===== src/core/sink_drv_pkg.sv =====
package sink_drv_pkg;

  // Stage count of the shift register and the holding latch
  localparam int unsigned STAGE_W = 8;

  // Width of the bundle of asynchronous input pins
  localparam int unsigned PIN_W = 5;

  // Clock and serial rate
  localparam longint unsigned CLK_FREQ_HZ     = 40_000_000;
  localparam longint unsigned MAX_BIT_RATE_HZ = 5_000_000;

  // Clock cycles per serial bit at the highest rate, rounded down
  localparam int unsigned CYCLES_PER_BIT =
    int'(CLK_FREQ_HZ / MAX_BIT_RATE_HZ);

  // Shortest high or low phase of the shift clock that is still seen
  localparam int unsigned MIN_PHASE_CYCLES = 3;

  // Reset values
  localparam logic [STAGE_W-1:0] STAGE_RESET = 8'h00;
  localparam logic [STAGE_W-1:0] LATCH_RESET = 8'h00;
  localparam logic [PIN_W-1:0]   PIN_RESET   = 5'h18;

  // Field positions inside the packed pin bundle
  localparam int unsigned PIN_DATA_POS  = 0;
  localparam int unsigned PIN_SHIFT_POS = 1;
  localparam int unsigned PIN_STROBE_POS = 2;
  localparam int unsigned PIN_CLEAR_POS = 3;
  localparam int unsigned PIN_OE_POS    = 4;

  // Host pins travelling together
  typedef struct packed {
    logic out_en_n;
    logic clear_n;
    logic strobe;
    logic shift_clk;
    logic ser_data;
  } pin_in_s;

endpackage


===== src/core/pin_sync.sv =====
`timescale 1ns/100ps
module pin_sync #(
  parameter int unsigned           WIDTH = 1,
  parameter logic [WIDTH-1:0]      RESET = '0
) (
  // Clock and reset
  input  wire logic             clk_i,
  input  wire logic             rst_n_i,
  // Asynchronous levels in, synchronised levels out
  input  wire logic [WIDTH-1:0] async_i,
  output logic      [WIDTH-1:0] sync_o
);

  logic [WIDTH-1:0] meta_ff;
  logic [WIDTH-1:0] sync_ff;

  // Two flip-flop chain; the first stage feeds only the second
  always_ff @(posedge clk_i or negedge rst_n_i) begin
    if (!rst_n_i) begin
      meta_ff <= RESET;
      sync_ff <= RESET;
    end else begin
      meta_ff <= async_i;
      sync_ff <= meta_ff;
    end
  end

  assign sync_o = sync_ff;

endmodule


===== src/core/serial_sink_driver.sv =====
`timescale 1ns/100ps
module serial_sink_driver (
  // Clock and reset
  input  wire logic                              clk_i,
  input  wire logic                              rst_n_i,
  // Host pins
  input  wire logic                              ser_data_i,
  input  wire logic                              shift_clk_i,
  input  wire logic                              strobe_i,
  input  wire logic                              clear_n_i,
  input  wire logic                              out_en_n_i,
  // Cascade output
  output logic                                   ser_data_o,
  // Open-drain sink outputs
  output logic [sink_drv_pkg::STAGE_W-1:0]       sink_drive_o,
  output logic [sink_drv_pkg::STAGE_W-1:0]       sink_drive_oe_o
);

  sink_drv_pkg::pin_in_s                 pin_raw;
  sink_drv_pkg::pin_in_s                 pin_s;
  logic [sink_drv_pkg::PIN_W-1:0]        pin_sync_vec;

  logic [sink_drv_pkg::STAGE_W-1:0]      shift_ff;
  logic [sink_drv_pkg::STAGE_W-1:0]      nxt_shift;
  logic [sink_drv_pkg::STAGE_W-1:0]      latch_ff;
  logic [sink_drv_pkg::STAGE_W-1:0]      nxt_latch;
  logic [sink_drv_pkg::STAGE_W-1:0]      drive_oe_ff;
  logic [sink_drv_pkg::STAGE_W-1:0]      nxt_drive_oe;
  logic [sink_drv_pkg::STAGE_W-1:0]      drive_lvl_ff;
  logic                                  ser_out_ff;

  logic                                  shift_prev_ff;
  logic                                  strobe_prev_ff;
  wire logic                             shift_rise;
  wire logic                             strobe_rise;
  wire logic                             clear_act;
  wire logic                             blank_act;

  // Rising edge of a synchronised level
  function automatic logic rise_of(input logic now_v, input logic prev_v);
    rise_of = now_v & ~prev_v;
  endfunction

  // Pins gathered and passed through the synchroniser
  assign pin_raw.ser_data  = ser_data_i;
  assign pin_raw.shift_clk = shift_clk_i;
  assign pin_raw.strobe    = strobe_i;
  assign pin_raw.clear_n   = clear_n_i;
  assign pin_raw.out_en_n  = out_en_n_i;

  pin_sync #(
    .WIDTH (sink_drv_pkg::PIN_W),
    .RESET (sink_drv_pkg::PIN_RESET)
  ) u_pin_sync (
    .clk_i   (clk_i),
    .rst_n_i (rst_n_i),
    .async_i (pin_raw),
    .sync_o  (pin_sync_vec)
  );

  assign pin_s = pin_sync_vec;

  // Edge detection on synchronised shift clock and strobe
  always_ff @(posedge clk_i or negedge rst_n_i) begin
    if (!rst_n_i) begin
      shift_prev_ff  <= 1'b0;
      strobe_prev_ff <= 1'b0;
    end else begin
      shift_prev_ff  <= pin_s.shift_clk;
      strobe_prev_ff <= pin_s.strobe;
    end
  end

  // Each edge seen within a few clocks of the pin, well inside one bit
  assign shift_rise  = rise_of(pin_s.shift_clk, shift_prev_ff);
  assign strobe_rise = rise_of(pin_s.strobe, strobe_prev_ff);
  assign clear_act   = ~pin_s.clear_n;
  assign blank_act   = pin_s.out_en_n;

  // Next shift contents
  assign nxt_shift = clear_act   ? sink_drv_pkg::STAGE_RESET :
                     shift_rise  ? {shift_ff[sink_drv_pkg::STAGE_W-2:0],
                                    pin_s.ser_data} :
                     shift_ff;

  // Next latch contents
  assign nxt_latch = clear_act   ? sink_drv_pkg::LATCH_RESET :
                     strobe_rise ? shift_ff :
                     latch_ff;

  // Sink enable per output: on for a one bit, blanked when disabled
  assign nxt_drive_oe = blank_act ? '0 : latch_ff;

  always_ff @(posedge clk_i or negedge rst_n_i) begin
    if (!rst_n_i) begin
      shift_ff <= sink_drv_pkg::STAGE_RESET;
      latch_ff <= sink_drv_pkg::LATCH_RESET;
    end else begin
      shift_ff <= nxt_shift;
      latch_ff <= nxt_latch;
    end
  end

  always_ff @(posedge clk_i or negedge rst_n_i) begin
    if (!rst_n_i) begin
      drive_oe_ff  <= '0;
      drive_lvl_ff <= '0;
      ser_out_ff   <= 1'b0;
    end else begin
      drive_oe_ff  <= nxt_drive_oe;
      drive_lvl_ff <= '0;
      ser_out_ff   <= nxt_shift[sink_drv_pkg::STAGE_W-1];
    end
  end

  assign ser_data_o      = ser_out_ff;
  assign sink_drive_o    = drive_lvl_ff;
  assign sink_drive_oe_o = drive_oe_ff;

  // Shift moves every stage by one on a clock edge
  shift_move_a: assert property (
    @(posedge clk_i) disable iff (!rst_n_i)
    shift_rise && !clear_act |=>
      shift_ff == {$past(shift_ff[sink_drv_pkg::STAGE_W-2:0]),
                   $past(pin_s.ser_data)})
    else $error("shift did not advance by one stage");

  // Stage k takes old stage k-1
  stage_chain_a: assert property (
    @(posedge clk_i) disable iff (!rst_n_i)
    shift_rise && !clear_act |=>
      shift_ff[sink_drv_pkg::STAGE_W-1:1] ==
      $past(shift_ff[sink_drv_pkg::STAGE_W-2:0]))
    else $error("stage chain broken");

  // Stages stay put without a shift edge
  shift_hold_a: assert property (
    @(posedge clk_i) disable iff (!rst_n_i)
    !shift_rise && !clear_act |=> $stable(shift_ff))
    else $error("shift stages moved without an edge");

  // Strobe copies all stages into the latch
  latch_load_a: assert property (
    @(posedge clk_i) disable iff (!rst_n_i)
    strobe_rise && !clear_act |=> latch_ff == $past(shift_ff))
    else $error("latch did not load the stages");

  // Latch holds between strobes
  latch_hold_a: assert property (
    @(posedge clk_i) disable iff (!rst_n_i)
    !strobe_rise && !clear_act |=> $stable(latch_ff))
    else $error("latch changed without a strobe");

  // Clear zeroes the stages and the latch even while shifting
  clear_zero_a: assert property (
    @(posedge clk_i) disable iff (!rst_n_i)
    clear_act |=> shift_ff == '0 && latch_ff == '0)
    else $error("clear left a register set");

  // Blanking forces every sink off, held for the whole blank
  blank_off_a: assert property (
    @(posedge clk_i) disable iff (!rst_n_i)
    blank_act [*2] |=> sink_drive_oe_o == '0 && sink_drive_o == '0)
    else $error("sink driven while blanked");

  // Enabled sinks follow the latch, one bit on means sinking
  drive_follow_a: assert property (
    @(posedge clk_i) disable iff (!rst_n_i)
    !blank_act |=> sink_drive_oe_o == $past(latch_ff))
    else $error("sinks do not follow the latch");

  // Serial output carries the newest last stage
  serial_out_a: assert property (
    @(posedge clk_i) disable iff (!rst_n_i)
    shift_rise && !clear_act |=>
      ser_data_o == $past(shift_ff[sink_drv_pkg::STAGE_W-2]))
    else $error("serial output not the last stage");

  // A shift edge is a single pulse, so one bit shifts once
  shift_pulse_a: assert property (
    @(posedge clk_i) disable iff (!rst_n_i)
    shift_rise |=> !shift_rise)
    else $error("shift edge lasted more than a cycle");

  // Blanking turns every sink off on the next edge
  blank_fast_a: assert property (
    @(posedge clk_i) disable iff (!rst_n_i)
    blank_act |=> sink_drive_oe_o == '0)
    else $error("sink still on after blanking");

  // Open-drain level never drives high
  sink_level_a: assert property (
    @(posedge clk_i) disable iff (!rst_n_i)
    sink_drive_o == '0)
    else $error("sink level not low");

  // Serial output always mirrors the last stage
  serial_tail_a: assert property (
    @(posedge clk_i) disable iff (!rst_n_i)
    ser_data_o == shift_ff[sink_drv_pkg::STAGE_W-1])
    else $error("serial output differs from last stage");

  // Clear wins over a shift edge in the same cycle
  clear_first_a: assert property (
    @(posedge clk_i) disable iff (!rst_n_i)
    clear_act && shift_rise |=> shift_ff == '0 && ser_data_o == 1'b0)
    else $error("shift got past an active clear");

  // Every synchronised shift clock rise is taken
  edge_seen_a: assert property (
    @(posedge clk_i) disable iff (!rst_n_i)
    $rose(pin_s.shift_clk) |-> shift_rise)
    else $error("shift clock edge missed");

  // A strobe edge loads the latch only once
  strobe_pulse_a: assert property (
    @(posedge clk_i) disable iff (!rst_n_i)
    strobe_rise |=> !strobe_rise)
    else $error("strobe edge lasted more than a cycle");

endmodule


===== config.mk =====
export PLATFORM = sky130hd
export DESIGN_NAME = serial_sink_driver
export DESIGN_NICKNAME = d
export VERILOG_FILES = /design/src/core/sink_drv_pkg.sv /design/src/core/pin_sync.sv /design/src/core/serial_sink_driver.sv
export SDC_FILE = /design/constraint.sdc
export NUM_CORES = 1
export LEC_CHECK = 0
export BUFFER_PORTS_ARGS = -buffer_cell sky130_fd_sc_hd__buf_4
export CAP_MARGIN = 15
export CORE_MARGIN = 3
export CORE_UTILIZATION = 40
export DETAILED_ROUTE_END_ITERATION = 8
export GPL_TIMING_DRIVEN = 0
export HOLD_SLACK_MARGIN = 0.02
export SLEW_MARGIN = 10
export SYNTH_ARGS = -nofsm -noshare
export SYNTH_HDL_FRONTEND = slang
export SYNTH_SLANG_ARGS = --single-unit

===== constraint.sdc =====
create_clock -name clk_i -period 1.7 [get_ports clk_i]
set_input_delay 0.34 -clock clk_i [delete_from_list [all_inputs] [get_ports clk_i]]
set_output_delay 0.34 -clock clk_i [all_outputs]
set_load 0.1 [all_outputs]

* Yosys cells after proc, flatten, opt, wreduce, memory -nomap -nowiden
Index checks and enable logic that the tools add are counted.
Word-level totals: output and inout bits 17, bits of input ports 7, logic and storage cells 19, flip-flop bits (word level) 36
Operators by class: equality and inequality tests 2, muxes and demuxes 5, bitwise gates (word level) 4
Operators with widths (number):
- $mux 8 | 5
- $ne 2x2->1 const B | 2
- $and 1x1->1 | 2
- $not 1->1 | 2

* Depth between registers and ports, before layout
Gate-level depths: netlist (run 1).
word-level depth 4, mapped depth 4, gate-level depth less buffers 2

* Cells and area by module
From an unflattened synthesis (run 1), not the netlist that was laid out.
Unflattened totals: cell total of the unflattened synthesis 92, area total of the unflattened synthesis 1330.0 µm²
Modules (own cells, without submodules):
- serial_sink_driver | area each 1074.8 µm², cells an instance 82, seq. area each 650.6 µm², instances 1
- pin_sync | area each 255.2 µm², cells an instance 10, seq. area each 255.2 µm², instances 1

* Worst setup path before layout (run 1)
No wires, ideal clock.
path kind register -> output, start point reg, netlist name shift_ff[7], end point out ser_data_o, path buffers 0, required time 1360 ps, path slack 449 ps, cell stages (with the launch flop) 1, data arrival time 911 ps, cell sequence dfrtp_1
RTL lines:
- to (decl) | RTL line serial_sink_driver.sv:13 | output logic ser_data_o,

==> results.sh, run 1 <==
export IMPL_status="completed"
export IMPL_cpMaxStageDelayCell="dfrtp_1"
export IMPL_setup_tns_ps=0
export IMPL_dieArea_sq_um=4050
export IMPL_peakVddDrop_mv=0.506
export IMPL_cts_htree_levels=2
export IMPL_clk_path_buf_depth=2
export IMPL_yosys_top_cells_area="dfrtp_1 (60%), mux2i_1 (12%), dfstp_2 (7.9%), buf_4 (4.5%), nand2_1 (4.5%)"
export IMPL_cellPowerDensity_nw_per_um2=958
export IMPL_antenna_found_initial=0
export IMPL_worstSkewPairLatency_ps=320
export IMPL_regToRegSetupSlack_ps=660
export IMPL_num_vias=668
export IMPL_wl_mm=1.61
export IMPL_holdPathStages=1
export IMPL_slowest_delay_ps=370
export IMPL_core_area_sq_um=3100
export IMPL_synth_cell_type_count=12
export IMPL_finalNetCount=129
export IMPL_setup_viol=0
export IMPL_rsz0062_at_grt="false"
export IMPL_grt_usage_pct=9.49
export IMPL_routedWlPerCell_um=9.67
export IMPL_fin_cells=166
export IMPL_max_cap_violations=0
export IMPL_hold_violations=0
export IMPL_synth_area_per_cell_sq_um=14.4
export IMPL_crit_family="flip-flops"
export IMPL_critPathLaunchType="flop"
export IMPL_area_growth_pct=20.3
export IMPL_die_x_um=63.6
export IMPL_yosysTopAreaCell="dfrtp_1"
export IMPL_synth_top_cell_area_share_pct=60.3
export IMPL_cp_max_fo=2
export IMPL_grt_pass1_vias=642
export IMPL_drtIter0Drc=8
export IMPL_fmax_mhz=751
export IMPL_io_buffers=15
export IMPL_cp_num_buf_inv=1
export IMPL_holdCritPathClass="input pin to flop"
export IMPL_postCtsHoldBufs=1
export IMPL_drtPass1Iterations=2
export IMPL_drcViolationCount=0
export IMPL_place_inst=158
export IMPL_dp_hpwl_mm=1.12
export IMPL_hold_start="clear_n_i"
export IMPL_syn_inst=92
export IMPL_final_common_cell="dfrtp_1"
export IMPL_ios=24
export IMPL_critPathCaptureType="output port"
export IMPL_worstPathCellList="buf_4"
export IMPL_postCtsSetupBuffers=0
export IMPL_ys_seq_area_share_pct=68.2
export IMPL_most_common_layout_cells="dfrtp_1 (32), buf_4 (23), nand2_1 (16), mux2i_1 (16)"
export IMPL_reg2regPathDepth=4
export IMPL_cts_tree="yes"
export IMPL_critPathRequiredTime_ps=1360
export IMPL_min_period_ps=1330
export IMPL_r2r_end="latch_ff[1]"
export IMPL_p_total_uw=1530
export IMPL_synth_seq_cells=36
export IMPL_fill_cells=286
export IMPL_drive_gt1_share_pct=33.6
export IMPL_ant_nets=0
export IMPL_cts_buffers=5
export IMPL_fin_util_pct=51.5
export IMPL_clk_pin_slew_worst_paths_ps=90
export IMPL_path_class="flop to output port"
export IMPL_initial_core_util_pct=42.8
export IMPL_timing_rr_start="u_pin_sync.sync_o[3]"
export IMPL_overflow=0
export IMPL_rows=20
export IMPL_crit_arrival_ps=990
export IMPL_fin_crit_sh_pct=78.4
export IMPL_viasPerCell=4.02
export IMPL_final_max_slew_viol_count=0
export IMPL_timing_hold_ws_ps=112
export IMPL_diodes=0
export IMPL_whs_endpoint="u_pin_sync.meta_ff[3]"
export IMPL_grt_pass1_wl_mm=2.80
export IMPL_yosys_warnings=0
export IMPL_die_height_um=63.6
export IMPL_ctsResizeCount=0
export IMPL_skew_ps=1.51
export IMPL_p_leak_uw=0.000826
export IMPL_cts_sinks=36
export IMPL_clock_root_buffer="clkbuf_4"
export IMPL_netlist_area_sq_um=1330
export IMPL_gp_congestion=0.690
export IMPL_grt_max_degree=37
-- layer usage --
| metal | wire [um] | vias to the layer above | GRT usage, % |
|---|---|---|---|
| met5 | 0 | - | 0 |
| met4 | 54 | 0 | 7.28 |
| met3 | 103 | 9 | 4.99 |
| met2 | 755 | 23 | 14.3 |
| met1 | 693 | 299 | 9.85 |
| li1 | - | 337 | - |
-- flip-flops by register name, summed over array words and instances (netlist names) --
register,flops
shift_prev_ff,1
sink_drive_oe_o,8
shift_ff,8
u_pin_sync.meta_ff,5
u_pin_sync.sync_o,5
latch_ff,8
strobe_prev_ff,1
-- report_power, final --
group          switching (uW)  total (uW)  internal [uW]  leakage (uW)
combinational             116         163           47.0      0.000319
sequential               9.00         886            877      0.000470
clock                     246         480            234     0.0000374
total                     371        1530           1160      0.000826
-- cell families after synthesis --
group / synth area share [%]
DFF: 68.2
and+or+nand+nor: 10.8
other: 0.282
muxes: 12.1
buffers and inverters: 8.58
-- cell usage after synthesis --
cell type and n:
buf_12 1, buf_4 8, buf_6 3, conb_1 1, dfrtp_1 32, dfstp_2 4
mux2i_1 16, nand2_1 16, nand2_2 1, nand2b_4 1, nor2b_1 8, nor2b_4 1
-- through the flow --
stage / cell area, sq um / setup slack, ps
6_report: 1600 / 368
5_1_grt: 1600 / 305
4_1_cts: 1600 / 344
3_5_place_dp: 1520 / 674
3_3_place_gp: 1520 / 704
2_1_floorplan: 1350 / 449
-- cell type report --
cell class | instances | area [sq um] | share of cell area [%]
sequential | 36 | 906 | 56.7
multi-input combinational | 51 | 334 | 20.9
timing repair buffer | 16 | 123 | 7.68
buffer | 12 | 114 | 7.13
clock buffer | 7 | 65.1 | 4.08
tap | 44 | 55.1 | 3.45
-- how the worst max path moves through the flow --
stage	slack, ps	depth (start not counted)	end	from
after global routing	300	1	ser_data_o	shift_ff[7]
after CTS	340	1	ser_data_o	shift_ff[7]
after floorplan	450	0	ser_data_o	shift_ff[7]
final	370	1	ser_data_o	shift_ff[7]
after global placement	700	4	latch_ff[1]	u_pin_sync.sync_o[3]
after detailed placement	670	4	latch_ff[1]	u_pin_sync.sync_o[3]
No activity file was read; power rests on OpenSTA's default activity.
==> run 2, diff against run 1 <==
==> constraint.sdc (replaced) <==
create_clock -name clk_i -period 1.25 [get_ports clk_i]
set_input_delay 0.25 -clock clk_i [delete_from_list [all_inputs] [get_ports clk_i]]
set_output_delay 0.25 -clock clk_i [all_outputs]
set_load 0.1 [all_outputs]
==> results.sh, run 2 (same netlist as run 1, synthesis figures left out) <==
export IMPL_status="completed"
export IMPL_die_height_um=63.6
export IMPL_timing_hold_ws_ps=359
export IMPL_final_common_cell="dfrtp_1"
export IMPL_drcViolationCount=0
export IMPL_crit_family="flip-flops"
export IMPL_drtIter0Drc=9
export IMPL_grt_usage_pct=9.76
export IMPL_grt_pass1_vias=672
export IMPL_clock_root_buffer="clkbuf_4"
export IMPL_critPathCaptureType="output port"
export IMPL_grt_pass1_wl_mm=2.89
export IMPL_peakVddDrop_mv=0.689
export IMPL_fin_crit_sh_pct=95.5
export IMPL_wl_mm=1.65
export IMPL_critPathLaunchType="flop"
export IMPL_critPathRequiredTime_ps=1000
export IMPL_dieArea_sq_um=4050
export IMPL_finalNetCount=134
export IMPL_diodes=0
export IMPL_path_class="flop to output port"
export IMPL_cpMaxStageDelayCell="dfrtp_1"
export IMPL_cts_buffers=5
export IMPL_die_x_um=63.6
export IMPL_cts_htree_levels=2
export IMPL_cts_sinks=36
export IMPL_holdCritPathClass="flop to flop"
export IMPL_ant_nets=0
export IMPL_cp_max_fo=1
export IMPL_overflow=0
export IMPL_cp_num_buf_inv=1
export IMPL_skew_ps=2.29
export IMPL_initial_core_util_pct=42.8
export IMPL_core_area_sq_um=3100
export IMPL_area_growth_pct=25.2
export IMPL_most_common_layout_cells="dfrtp_1 (32), buf_4 (20), nand2_1 (16), mux2i_1 (16)"
export IMPL_drtPass1Iterations=4
export IMPL_worstPathCellList="buf_4"
export IMPL_cellPowerDensity_nw_per_um2=1260
export IMPL_crit_arrival_ps=940
export IMPL_p_leak_uw=0.000850
export IMPL_setup_tns_ps=0
export IMPL_routedWlPerCell_um=9.67
export IMPL_rsz0062_at_grt="false"
export IMPL_worstSkewPairLatency_ps=320
export IMPL_ios=24
export IMPL_slowest_delay_ps=340
export IMPL_viasPerCell=4.09
export IMPL_clk_pin_slew_worst_paths_ps=90
export IMPL_hold_violations=0
export IMPL_fin_cells=171
export IMPL_dp_hpwl_mm=1.12
export IMPL_clk_path_buf_depth=2
export IMPL_final_max_slew_viol_count=0
export IMPL_regToRegSetupSlack_ps=220
export IMPL_antenna_found_initial=0
export IMPL_num_vias=699
export IMPL_place_inst=158
export IMPL_gp_congestion=0.690
export IMPL_rows=20
export IMPL_min_period_ps=1190
export IMPL_io_buffers=15
export IMPL_drive_gt1_share_pct=32.3
export IMPL_fmax_mhz=838
export IMPL_setup_viol=0
export IMPL_cts_tree="yes"
export IMPL_max_cap_violations=0
export IMPL_grt_max_degree=37
run 2: area by class of cell:
| type | instances | area [sq um] |
|---|---|---|
| Tap cell | 44 | 55.1 |
| Multi-Input combinational cell | 51 | 334 |
| Timing Repair Buffer | 21 | 188 |
| Buffer | 12 | 114 |
| Clock buffer | 7 | 65.1 |
| Fill cell | 284 | 1440 |
| Sequential cell | 36 | 906 |
run 2: repair_timing:
action | in CTS | in global routing
resized for setup | 1 | 3
buffers inserted | 0 | 0
hold buffers | 6 | 0
hold endpoints to repair | 37 | 0
setup endpoints to repair | 1 | 3
pin swaps | 0 | 0
run 2: metal layers:
metal | up-vias | GRT usage, % | share of wire, %
met5 | - | 0 | 0
met4 | 0 | 7.28 | 3.4
met3 | 8 | 4.99 | 6.3
met2 | 22 | 15.1 | 47
met1 | 322 | 9.97 | 43
li1 | 347 | - | -
run 2: worst register-to-register path: cells and delay by family, from the launching register on:
kind | cells | cell delay [ps]
flip-flops | 1 | 530
AND/OR/NAND/NOR | 1 | 50
multiplexers | 1 | 120
buffers and inverters | 2 | 240
run 2: worst paths after layout:
kind,from,depth (start not counted),end
min,u_pin_sync.meta_ff[2],0,u_pin_sync.sync_o[2]
max reg2reg,u_pin_sync.sync_o[3],4,latch_ff[1]
min reg2reg,u_pin_sync.meta_ff[2],0,u_pin_sync.sync_o[2]
min in group asynchronous,rst_n_i,2,sink_drive_oe_o[6]
max in group asynchronous,rst_n_i,2,u_pin_sync.meta_ff[3]
max,sink_drive_oe_o[7],1,sink_drive_oe_o[7]
run 2: report_power, final:
part           switching (uW)  internal [uW]
registers                12.1           1190
logic                     160           74.1
clock network             333            319
total                     506           1590
run 2: through the flow:
step / instance area, sq um / util [%] / power [uW] / setup slack [ps]
finish: 1660 / 53.5 / 2090 / 56.7
detailed placement: 1520 / 49.0 / 1450 / 224
CTS: 1650 / 53.2 / 2130 / 29.6
global placement: 1520 / 49.0 / 1450 / 254
floorplan: 1350 / - / 1400 / 29.2
global route: 1660 / 53.5 / 2200 / 1.14
==> run 3, diff against run 2 <==
--- a/config.mk
+++ b/config.mk
@@ -7,6 +7,7 @@
 export LEC_CHECK = 0
 export BUFFER_PORTS_ARGS = -buffer_cell sky130_fd_sc_hd__buf_4
 export CAP_MARGIN = 15
+export CORE_ASPECT_RATIO = 1.25
 export CORE_MARGIN = 3
 export CORE_UTILIZATION = 40
 export DETAILED_ROUTE_END_ITERATION = 8
==> results.sh, run 3 (same netlist as run 1, synthesis figures left out) <==
export IMPL_fin_util_pct=54.9
export IMPL_num_vias=682
export IMPL_grt_pass1_wl_mm=2.92
export IMPL_most_common_layout_cells="dfrtp_1 (32), nand2_1 (16), mux2i_1 (16)"
export IMPL_drtPass1Iterations=2
export IMPL_skew_ps=10.8
export IMPL_viasPerCell=4.16
export IMPL_slowest_delay_ps=330
export IMPL_grt_max_degree=37
export IMPL_cp_max_fo=1
export IMPL_crit_arrival_ps=950
export IMPL_peakVddDrop_mv=1.08
export IMPL_gp_congestion=0.669
export IMPL_wl_mm=1.64
export IMPL_max_cap_violations=0
export IMPL_cts_sinks=36
export IMPL_drcViolationCount=0
export IMPL_routedWlPerCell_um=9.98
export IMPL_p_leak_uw=0.000857
export IMPL_critPathRequiredTime_ps=1000
export IMPL_seq_area_sq_um=906
export IMPL_cts_htree_levels=2
export IMPL_crit_family="flip-flops"
export IMPL_cpMaxStageDelayCell="dfrtp_1"
export IMPL_crit_path_start="sink_drive_oe_o[7]"
export IMPL_antenna_found_initial=0
export IMPL_status="completed"
export IMPL_final_common_cell="dfrtp_1"
export IMPL_cts_tree="yes"
export IMPL_cellPowerDensity_nw_per_um2=1320
export IMPL_core_area_sq_um=3060
export IMPL_holdCritPathClass="flop to flop"
export IMPL_drtIter0Drc=6
export IMPL_cts_buffers=5
export IMPL_multi_input_area_sq_um=334
export IMPL_fin_crit_sh_pct=95.7
export IMPL_path_class="flop to output port"
export IMPL_setup_viol=0
export IMPL_clk_pin_slew_worst_paths_ps=100
export IMPL_ios=24
export IMPL_fill_cells=255
export IMPL_timing_rr_start="u_pin_sync.sync_o[3]"
export IMPL_diodes=0
export IMPL_io_buffers=15
export IMPL_clk_path_buf_depth=2
export IMPL_critPathLaunchType="flop"
export IMPL_worstPathCellList="buf_4"
export IMPL_fmax_mhz=836
export IMPL_die_x_um=57.5
export IMPL_worstSkewPairLatency_ps=330
export IMPL_min_period_ps=1200
export IMPL_finalNetCount=134
export IMPL_area_growth_pct=26.4
export IMPL_final_max_slew_viol_count=0
export IMPL_die_height_um=70.4
export IMPL_critPathCaptureType="output port"
export IMPL_rsz0062_at_grt="false"
export IMPL_overflow=0
export IMPL_setup_tns_ps=0
export IMPL_initial_core_util_pct=43.4
export IMPL_ant_nets=0
export IMPL_hold_violations=0
export IMPL_clock_root_buffer="clkbuf_4"
export IMPL_rows=22
export IMPL_cp_num_buf_inv=1
export IMPL_hold_start="u_pin_sync.meta_ff[0]"
export IMPL_grt_usage_pct=9.94
export IMPL_grt_pass1_vias=667
export IMPL_postCtsSetupBuffers=0
export IMPL_dieArea_sq_um=4050
export IMPL_drive_gt1_share_pct=32.0
-- run 3: worst register-to-register path: cells and delay by family (launching register included) --
kind | cells | cell delay [ps]
buffers and inverters | 2 | 240
DFF | 1 | 540
muxes | 1 | 140
and+or+nand+nor | 1 | 50
-- run 3: cell type report --
type / instances / area share (%)
timing repair buffer: 21 / 12.1
multi-input combinational: 51 / 19.9
clock inverter: 2 / 2.09
sequential: 36 / 54.0
tap: 36 / 2.68
buffer: 12 / 6.79
clock buffer: 6 / 2.46
-- run 3: worst paths after layout --
| path | to | slack (ps) | cells after the start |
|---|---|---|---|
| worst max-delay path | sink_drive_oe_o[7] | 50 | 1 |
| worst min-delay path | u_pin_sync.sync_o[0] | 360 | 0 |
| worst max register to register | latch_ff[6] | 210 | 4 |
| worst min register to register | u_pin_sync.sync_o[0] | 360 | 0 |
| max in group asynchronous | u_pin_sync.meta_ff[3] | 530 | 2 |
| min in group asynchronous | latch_ff[6] | 390 | 2 |
-- run 3: through the flow --
step                      instance area (sq um)  std cells  hold WS [ps]  setup WS [ps]  total power [uW]
after CTS                                  1650        164           361           22.1              2240
after floorplan                            1350         99         -45.6           29.2              1400
after detailed placement                   1510        150           220            220              1450
after global routing                       1680        164           365           3.40              2310
after global placement                     1510        150           217            252              1450
final                                      1680        164           358           53.9              2220
-- run 3: routing by layer --
| metal | global-route usage (%) | up-vias | share of wire [%] |
|---|---|---|---|
| met4 | 6.19 | 0 | 2.9 |
| met2 | 15.5 | 21 | 48 |
| li1 | - | 345 | - |
| met3 | 6.10 | 6 | 8.2 |
| met5 | 0 | - | 0 |
| met1 | 9.76 | 310 | 40 |
-- run 3: report_power, final --
part / total [uW] / switching, uW / internal [uW] / leakage, uW
Clock: 776 / 357 / 419 / 0.0000422
Sequential: 1200 / 12.2 / 1190 / 0.000470
Combinational: 235 / 160 / 74.3 / 0.000345
-- run 3: timing repair --
| action | in CTS | in global routing |
|---|---|---|
| hold endpoints to repair | 37 | 0 |
| endpoints found under the setup margin | 1 | 7 |
| gates resized for setup | 1 | 7 |
| hold buffers | 6 | 0 |
